$ cat config.mk
export PLATFORM = sky130hd
export DESIGN_NAME = orr_ramp_regs
export DESIGN_NICKNAME = d
export VERILOG_FILES = /design/src/logic/orr_pkg.sv /design/src/logic/orr_tick_cnt.sv /design/src/logic/orr_ramp_regs.sv
export SDC_FILE = /design/constraint.sdc
export NUM_CORES = 1
export LEC_CHECK = 0
export ABC_AREA = 0
export BUFFER_PORTS_ARGS = -buffer_cell sky130_fd_sc_hd__buf_2
export CAP_MARGIN = 20
export CORE_UTILIZATION = 30
export CTS_CLUSTER_DIAMETER = 150
export CTS_CLUSTER_SIZE = 10
export DETAILED_ROUTE_END_ITERATION = 10
export PLACE_DENSITY = 0.46
export SYNTH_ARGS = -nofsm -noshare
export SYNTH_HDL_FRONTEND = slang
export SYNTH_HIERARCHICAL = 1
export SYNTH_SLANG_ARGS = --single-unit
$ cat constraint.sdc
create_clock -name core_clk_i -period 3.9 [get_ports core_clk_i]
set_input_delay 0 -clock core_clk_i [delete_from_list [all_inputs] [get_ports core_clk_i]]
set_output_delay 0 -clock core_clk_i [all_outputs]
set_load 0.1 [all_outputs]
$ cat src/logic/orr_pkg.sv
/*
 * Package for the output ramp timing and status register block.
 * Holds command codes, reset values, field positions and timing counts.
 * Assumes a 20 MHz core clock.
 */
package orr_pkg;

  // Command codes and page of the register bank
  localparam logic [7:0] CMD_ON_DELAY   = 8'h60;
  localparam logic [7:0] CMD_RISE_TIME  = 8'h61;
  localparam logic [7:0] CMD_OFF_DELAY  = 8'h64;
  localparam logic [7:0] CMD_FALL_TIME  = 8'h65;
  localparam logic [7:0] CMD_STATUS     = 8'h78;
  localparam logic [7:0] PAGE_ZERO      = 8'h00;

  // Reset values and ramp time maximum
  localparam logic [15:0] ON_DELAY_RST  = 16'h0000;
  localparam logic [15:0] RISE_TIME_RST = 16'h1388;
  localparam logic [15:0] OFF_DELAY_RST = 16'h0000;
  localparam logic [15:0] FALL_TIME_RST = 16'h1388;
  localparam logic [15:0] RAMP_MAX_US   = 16'h2710;

  // Status summary bit positions
  localparam int ST_BUSY  = 7;
  localparam int ST_OFF   = 6;
  localparam int ST_VOV   = 5;
  localparam int ST_IOC   = 4;
  localparam int ST_VUV   = 3;
  localparam int ST_TEMP  = 2;
  localparam int ST_CML   = 1;
  localparam int ST_OTHER = 0;

  // Timing: clock rate and tick lengths
  localparam int CLK_HZ       = 20000000;
  localparam int TICK_FINE_NS = 1000;
  localparam int TICK_CRSE_NS = 10000;
  localparam int CLK_NS       = 1000000000 / CLK_HZ;
  localparam int FINE_CYC     = TICK_FINE_NS / CLK_NS;
  localparam int CRSE_CYC     = TICK_CRSE_NS / CLK_NS;
  localparam logic [7:0] FINE_CYC_W = 8'(FINE_CYC);
  localparam logic [7:0] CRSE_CYC_W = 8'(CRSE_CYC);

  // Sequencer states
  typedef enum logic [2:0] {
    SEQ_OFF, SEQ_ON_DLY, SEQ_RISE, SEQ_ON, SEQ_OFF_DLY, SEQ_FALL
  } orr_seq_type;

endpackage

$ cat src/logic/orr_tick_cnt.sv
/*
 * Tick counter: counts a number of ticks, each a fixed cycle count.
 * Assumes start is a one-cycle pulse; count and tick length latch then.
 */
`timescale 1ns/1ps
module orr_tick_cnt #(
  parameter int W = 16
) (
  input  wire logic         core_clk_i,  // Core clock
  input  wire logic         rstn_i,      // Sync reset, active low
  input  wire logic         start_i,     // Load count and run
  input  wire logic [W-1:0] ticks_i,     // Number of ticks
  input  wire logic [7:0]   cyc_i,       // Cycles per tick
  output logic              done_o       // Pulse at end of count
);

  logic [W-1:0] tick_q, tick_d;
  logic [7:0]   cyc_q, cyc_d;
  logic [7:0]   per_q, per_d;
  logic         run_q, run_d;
  logic         done_q, done_d;

  // Next state: zero ticks pulses done two cycles after start
  always_comb begin
    tick_d = tick_q;
    cyc_d  = cyc_q;
    per_d  = per_q;
    run_d  = run_q;
    done_d = 1'b0;
    // Tick length latched: the caller's select falls back after start
    if (start_i) begin
      tick_d = ticks_i;
      cyc_d  = 8'h00;
      per_d  = cyc_i;
      run_d  = 1'b1;
    end else if (run_q) begin
      if (tick_q == '0) begin
        run_d  = 1'b0;
        done_d = 1'b1;
      end else if (cyc_q == per_q - 8'h01) begin
        cyc_d  = 8'h00;
        tick_d = tick_q - W'(1);
      end else begin
        cyc_d = cyc_q + 8'h01;
      end
    end
  end

  // Registers
  always_ff @(posedge core_clk_i) begin
    if (!rstn_i) begin
      tick_q <= '0;
      cyc_q  <= 8'h00;
      per_q  <= 8'h00;
      run_q  <= 1'b0;
      done_q <= 1'b0;
    end else begin
      tick_q <= tick_d;
      cyc_q  <= cyc_d;
      per_q  <= per_d;
      run_q  <= run_d;
      done_q <= done_d;
    end
  end

  assign done_o = done_q;

endmodule

$ cat src/logic/orr_ramp_regs.sv
/*
 * Output ramp timing registers, enable sequencer and status summary.
 * Assumes a command decoder outside presents page, code and data words,
 * and that fault inputs from the regulator are asynchronous levels.
 */
// Functional notes
// - Rise time register, 16-bit, 1 us steps, reset 1388h, max 10000.
// - Turn-off delay register, 16-bit, 10 us steps, reset zero.
// - Fall time register, 16-bit, 1 us steps, reset 1388h, max 10000.
// - Off delay and fall time apply only when soft off is selected.
// - Ramp timing commands carry two bytes, all bits read and write.
// - Status bit 7 flags a busy fault.
// - Status bit 6 set whenever output is not powered.
// - Status bits 5, 4, 3: output OV, output OC, input UV faults.
// - Bit 2 any temperature fault or warning; bit 1 CML fault.
// - Bit 0 flags any fault not covered by other bits.
// - Status summary is read only.
// - Wait turn-on delay in 10 us steps before rise starts.
`timescale 1ns/1ps
module orr_ramp_regs (
  input  wire logic        core_clk_i,   // Core clock, 20 MHz
  input  wire logic        rstn_i,       // Sync reset, active low
  input  wire logic        wr_i,         // Register write strobe
  input  wire logic        rd_i,         // Register read strobe
  input  wire logic [7:0]  page_i,       // Page of the access
  input  wire logic [7:0]  cmd_i,        // Command code
  input  wire logic [15:0] wdata_i,      // Write data word
  output logic [15:0]      rdata_o,      // Read data word
  output logic             rvalid_o,     // Read data valid pulse
  output logic             cmd_err_o,    // Access refused pulse
  input  wire logic        enable_i,     // Output enable, async level
  input  wire logic        soft_off_i,   // Soft off selected, async
  input  wire logic        busy_flt_i,   // Busy fault, async
  input  wire logic        vout_ov_i,    // Output OV fault, async
  input  wire logic        iout_oc_i,    // Output OC fault, async
  input  wire logic        vin_uv_i,     // Input UV fault, async
  input  wire logic        temp_i,       // Temperature fault/warn
  input  wire logic        cml_i,        // Comms/memory/logic fault
  input  wire logic        other_flt_i,  // Any other fault
  output logic             ramp_up_o,    // Output rising
  output logic             ramp_down_o,  // Output falling
  output logic             pwr_on_o,     // Output powered
  output logic [15:0]      ramp_us_o     // Active ramp time, us
);

  localparam int NSYNC = 9;

  logic [15:0]       on_dly_q, on_dly_d;
  logic [15:0]       rise_q, rise_d;
  logic [15:0]       off_dly_q, off_dly_d;
  logic [15:0]       fall_q, fall_d;
  logic [15:0]       rdata_q, rdata_d;
  logic              rvalid_q, rvalid_d;
  logic              err_q, err_d;
  logic [NSYNC-1:0]  async_in;
  logic [NSYNC-1:0]  sync1_q, sync2_q;
  logic              en_s, soft_s;
  logic [7:0]        status;
  orr_pkg::orr_seq_type st_q, st_d;
  logic              t_start;
  logic [15:0]       t_ticks;
  logic [7:0]        t_cyc;
  logic              t_done;
  logic [15:0]       ramp_q, ramp_d;

  // Clamp ramp times at the supported maximum
  function automatic logic [15:0] clamp_ramp(input logic [15:0] v);
    clamp_ramp = (v > orr_pkg::RAMP_MAX_US) ? orr_pkg::RAMP_MAX_US : v;
  endfunction

  // Two-flop synchronisers for every async input
  assign async_in = {enable_i, soft_off_i, busy_flt_i, vout_ov_i,
                     iout_oc_i, vin_uv_i, temp_i, cml_i, other_flt_i};
  always_ff @(posedge core_clk_i) begin
    if (!rstn_i) begin
      sync1_q <= '0;
      sync2_q <= '0;
    end else begin
      sync1_q <= async_in;
      sync2_q <= sync1_q;
    end
  end
  assign en_s   = sync2_q[8];
  assign soft_s = sync2_q[7];

  // Status summary assembled from synchronised levels; bit 6 from the sequencer state
  always_comb begin
    status = 8'h00;
    status[orr_pkg::ST_BUSY]  = sync2_q[6];
    status[orr_pkg::ST_OFF]   = (st_q != orr_pkg::SEQ_ON);
    status[orr_pkg::ST_VOV]   = sync2_q[5];
    status[orr_pkg::ST_IOC]   = sync2_q[4];
    status[orr_pkg::ST_VUV]   = sync2_q[3];
    status[orr_pkg::ST_TEMP]  = sync2_q[2];
    status[orr_pkg::ST_CML]   = sync2_q[1];
    status[orr_pkg::ST_OTHER] = sync2_q[0];
  end

  // Register writes and reads; wrong page is refused
  always_comb begin
    on_dly_d  = on_dly_q;
    rise_d    = rise_q;
    off_dly_d = off_dly_q;
    fall_d    = fall_q;
    rdata_d   = rdata_q;
    rvalid_d  = 1'b0;
    err_d     = 1'b0;
    if ((wr_i || rd_i) && page_i != orr_pkg::PAGE_ZERO) begin
      err_d = 1'b1;
    end else if (wr_i) begin
      case (cmd_i)
        orr_pkg::CMD_ON_DELAY:  on_dly_d  = wdata_i;
        orr_pkg::CMD_RISE_TIME: rise_d    = wdata_i;
        orr_pkg::CMD_OFF_DELAY: off_dly_d = wdata_i;
        orr_pkg::CMD_FALL_TIME: fall_d    = wdata_i;
        default:                err_d     = 1'b1;
      endcase
    end else if (rd_i) begin
      rvalid_d = 1'b1;
      case (cmd_i)
        orr_pkg::CMD_ON_DELAY:  rdata_d = on_dly_q;
        orr_pkg::CMD_RISE_TIME: rdata_d = rise_q;
        orr_pkg::CMD_OFF_DELAY: rdata_d = off_dly_q;
        orr_pkg::CMD_FALL_TIME: rdata_d = fall_q;
        orr_pkg::CMD_STATUS:    rdata_d = {8'h00, status};
        default: begin
          rdata_d  = 16'h0000;
          rvalid_d = 1'b0;
          err_d    = 1'b1;
        end
      endcase
    end
  end

  always_ff @(posedge core_clk_i) begin
    if (!rstn_i) begin
      on_dly_q  <= orr_pkg::ON_DELAY_RST;
      rise_q    <= orr_pkg::RISE_TIME_RST;
      off_dly_q <= orr_pkg::OFF_DELAY_RST;
      fall_q    <= orr_pkg::FALL_TIME_RST;
      rdata_q   <= 16'h0000;
      rvalid_q  <= 1'b0;
      err_q     <= 1'b0;
    end else begin
      on_dly_q  <= on_dly_d;
      rise_q    <= rise_d;
      off_dly_q <= off_dly_d;
      fall_q    <= fall_d;
      rdata_q   <= rdata_d;
      rvalid_q  <= rvalid_d;
      err_q     <= err_d;
    end
  end

  // Enable sequencer; timer settings sampled at each phase start
  always_comb begin
    st_d    = st_q;
    t_start = 1'b0;
    t_ticks = 16'h0000;
    t_cyc   = orr_pkg::FINE_CYC_W;
    ramp_d  = ramp_q;
    case (st_q)
      orr_pkg::SEQ_OFF: begin
        if (en_s) begin
          st_d    = orr_pkg::SEQ_ON_DLY;
          t_start = 1'b1;
          t_ticks = on_dly_q;
          t_cyc   = orr_pkg::CRSE_CYC_W;
        end
      end
      orr_pkg::SEQ_ON_DLY: begin
        if (!en_s) begin
          st_d = orr_pkg::SEQ_OFF;
        end else if (t_done) begin
          st_d    = orr_pkg::SEQ_RISE;
          t_start = 1'b1;
          t_ticks = clamp_ramp(rise_q);
          ramp_d  = clamp_ramp(rise_q);
        end
      end
      orr_pkg::SEQ_RISE: begin
        if (t_done) begin
          st_d = orr_pkg::SEQ_ON;
        end
      end
      orr_pkg::SEQ_ON: begin
        if (!en_s) begin
          if (soft_s) begin
            st_d    = orr_pkg::SEQ_OFF_DLY;
            t_start = 1'b1;
            t_ticks = off_dly_q;
            t_cyc   = orr_pkg::CRSE_CYC_W;
          end else begin
            st_d   = orr_pkg::SEQ_OFF;
            ramp_d = 16'h0000;
          end
        end
      end
      orr_pkg::SEQ_OFF_DLY: begin
        if (t_done) begin
          st_d    = orr_pkg::SEQ_FALL;
          t_start = 1'b1;
          t_ticks = clamp_ramp(fall_q);
          ramp_d  = clamp_ramp(fall_q);
        end
      end
      orr_pkg::SEQ_FALL: begin
        if (t_done) begin
          st_d   = orr_pkg::SEQ_OFF;
          ramp_d = 16'h0000;
        end
      end
      default: st_d = orr_pkg::SEQ_OFF;
    endcase
  end

  always_ff @(posedge core_clk_i) begin
    if (!rstn_i) begin
      st_q   <= orr_pkg::SEQ_OFF;
      ramp_q <= 16'h0000;
    end else begin
      st_q   <= st_d;
      ramp_q <= ramp_d;
    end
  end

  // Shared timer for delays and ramps
  orr_tick_cnt #(
    .W (16)
  ) u_timer (
    .core_clk_i (core_clk_i),
    .rstn_i     (rstn_i),
    .start_i    (t_start),
    .ticks_i    (t_ticks),
    .cyc_i      (t_cyc),
    .done_o     (t_done)
  );

  assign rdata_o     = rdata_q;
  assign rvalid_o    = rvalid_q;
  assign cmd_err_o   = err_q;
  assign ramp_up_o   = (st_q == orr_pkg::SEQ_RISE);
  assign ramp_down_o = (st_q == orr_pkg::SEQ_FALL);
  assign pwr_on_o    = (st_q != orr_pkg::SEQ_OFF)
                    && (st_q != orr_pkg::SEQ_ON_DLY);
  assign ramp_us_o   = ramp_q;

endmodule

==> flow_summary.ini <==
[power]
clockPowerShare = 0.471
p_comb_frac = 0.072
internal_power_mw = 2.59
swShare = 0.262
p_seq_frac = 0.457
peakVddDrop_uv = 243
p_leak_nw = 3.80
p_sw_uw = 918
power.density_nw_per_um2 = 397
power.total_mw = 3.51

[worst_setup_path]
crit_path_end_kind = register
critPathKind = register to register
crit_required_ns = 4.26
crit_buf_inv = 2
worst_ep_arrival_time_ns = 3.14
critPathLaunchType = register
critical_path.max_fanout = 24
crit_slowest_cell = a31oi_1
cp_cell_sequence = inv_1 > ha_1 > nand2b_1 > nor2_1 > a31oi_1 > nand4_1 > buf_4 > or4_1 > a31oi_1
critPathMaxStageDelay_ns = 0.74
path_delay_family = compound AO/OA/AOI/OAI gates
critPathMostFrequentCell = a31oi_1

[detailed_routing]
drt-total-wl_um = 22000
routedWlPerCell_um = 17.8
wl_met2_um = 9770
m1WireLength_um = 11000
wl_met3_um = 979
avgViaCountPerCell = 5.12
first_pass_iters = 5
drtIter0Drc = 458
vias = 6316
antenna_left = 0
dr.max_layer_used = met4
drc = 0

[clock_tree]
postCtsHoldBufs = 27
ctsResizeCount = 0
clk_latency_ns = 0.44
clockBufferDepth = 2
cts_buffers = 17
cts-root-buf = clkbuf_16
clkTransAtPathRegs_ns = 0.07
cts_sinks = 153
cts_tree = yes
htreeDepth = 4
postCtsSetupRepairBufs = 0

[placed_design]
port_buffers = 81
gp_congestion = 0.824
dp_hpwl_um = 15100

[die]
start_util = 0.305
die_x_um = 159
dieArea_um2 = 25200
ios = 82
core_area_um2 = 24200
rows = 57
dieHeight_um = 159

[synthesis]
ys_seq_elements = 153
yosysTopAreaCellShare = 0.415
synth_edf_count = 0
synth_seq_area_share = 0.415
yosysUniqueCellTypes = 80
yosys.area.top_type = dfxtp_1
synth_area_leaders = dfxtp_1 (41%), mux2i_1 (8.8%), nor2_1 (4.9%)
yosys_warnings = 6
dominantRegCellSynth = dfxtp_1
synth_area_um2 = 7380
syn_avg_cell_area_um2 = 9.09
async_reset_ff_frac = 0
syn_inst = 812

[sta]
timing_hold_violations_final = 0
setup_tns_ns = 0
rsz0062_at_grt = no
drv_slew = 0
relSlewSlack = 0.390
fmax_ghz = 0.360
setup_viol = 0
period_minus_slack_ns = 2.78
worstMarginPinSlew_ns = 0.910
post-route-period-util = 0.713
skew_ns = 0.00962

[global_route]
grt_max_degree = 41
gr-total-overflow = 0
grt_pass1_vias = 6047
grt_use_total = 0.178
grt_first_pass_wirelength_um = 34900
antenna_found_initial = 0

[layout]
area_growth_syn_to_layout_pct = 19.5
fin_nets = 944
diodes = 0
drive_gt1_frac = 0.185

[job]
max_cap_viol_count = 0

[hold_path]
min_path_type = input port to register

[status]
outcome = completed
[per-layer routing]
metal	vias to the layer above	GRT usage
li1	3147	-
met1	2989	0.248
met2	161	0.275
met3	19	0.0374
met4	0	0.0503
met5	-	0
[worst min-delay path: stages]
cell and delay [ns]:
buf_2 0.11, nand3b_4 0.11, nor2_4 0.10, nand3_1 0.08, a21oi_1 0.06
[stage by stage]
| step | hold slack (ns) | area, µm² | std cells | util | setup WS (ns) |
|---|---|---|---|---|---|
| 2_1_floorplan | 0.124 | 7390 | 814 | - | 1.14 |
| 3_3_place_gp | 0.209 | 7970 | 1173 | 0.329 | 1.19 |
| 3_5_place_dp | 0.208 | 7980 | 1174 | 0.329 | 1.13 |
| 4_1_cts | 0.0714 | 8820 | 1233 | 0.364 | 1.11 |
| 5_1_grt | 0.0866 | 8820 | 1233 | 0.364 | 0.817 |
| 6_report | 0.0797 | 8820 | 1233 | 0.364 | 1.12 |
[flip-flops by register name, indices dropped and copies added, names as in the netlist, 3 cells and up]
register        count
u_timer/per_q       8
rdata_o            16
fall_q             16
on_dly_q           16
off_dly_q          16
rise_q             16
u_timer/tick_q     16
sync1_q             9
ramp_us_o          16
sync2_q             9
st_q                3
u_timer/cyc_q       8
[cells in the mapped netlist, types with 13 or more instances]
| master | n |
|---|---|
| and2_1 | 21 |
| dfxtp_1 | 153 |
| nand3_1 | 17 |
| a31oi_1 | 14 |
| buf_2 | 13 |
| mux2i_1 | 65 |
| nor3_1 | 16 |
| inv_1 | 15 |
| o21ai_0 | 31 |
| nand2_1 | 78 |
| nor2_1 | 96 |
| a21oi_1 | 25 |
| clkbuf_1 | 31 |
| nand4_1 | 14 |
| nor2b_1 | 13 |
[worst paths after layout]
path	start	to	slack (ns)	cells after the start
setup / recovery	u_timer/tick_q[0]	u_timer/tick_q[5]	1.12	9
hold reg to reg	sync1_q[1]	sync2_q[1]	0.43	1
setup reg to reg	u_timer/tick_q[0]	u_timer/tick_q[5]	1.12	9
hold / removal	cmd_i[6]	rdata_o[8]	0.08	5
[cell usage in the layout (no fill, tap or decap), drive strengths merged, types with 14 or more instances in the layout]
cell and count:
mux2i 65, o21ai 33, nor2 97, nand3 17, nor3 19, nand4 17, nand2 83, dlygate4sd3 27
dfxtp 153, clkbuf 17, inv 25, a31oi 14, and2 22, buf 89, a21oi 30
[power groups by stage]
stage          sequential [mW]  clock, mW  combinational (mW)
4_1_cts                   1.60       1.70               0.256
2_1_floorplan             1.64          0               0.163
5_1_grt                   1.60       1.77               0.280
3_5_place_dp              1.64          0               0.235
3_3_place_gp              1.64          0               0.234
6_report                  1.60       1.65               0.254
[cell type report]
type                    count  area, µm²
fillers                  2548      15400
multi-input cells         591       3980
flip-flops and latches    153       3060
repair buffers            116        733
clock buffers              17        425
well taps                 324        405
clock inverters            15        153
inverters                  17       63.8
[cell families after synthesis]
logic type,synth area share
AND/OR/NAND/NOR,0.229
AO/OA/AOI/OAI,0.164
flip-flops,0.415
multiplexers,0.120
buffers and inverters,0.0471
XOR/XNOR,0.0190
adder cells (fa/ha/maj),0.00508
other,0.000508
Note: power is estimated with default switching activity, not from simulation.
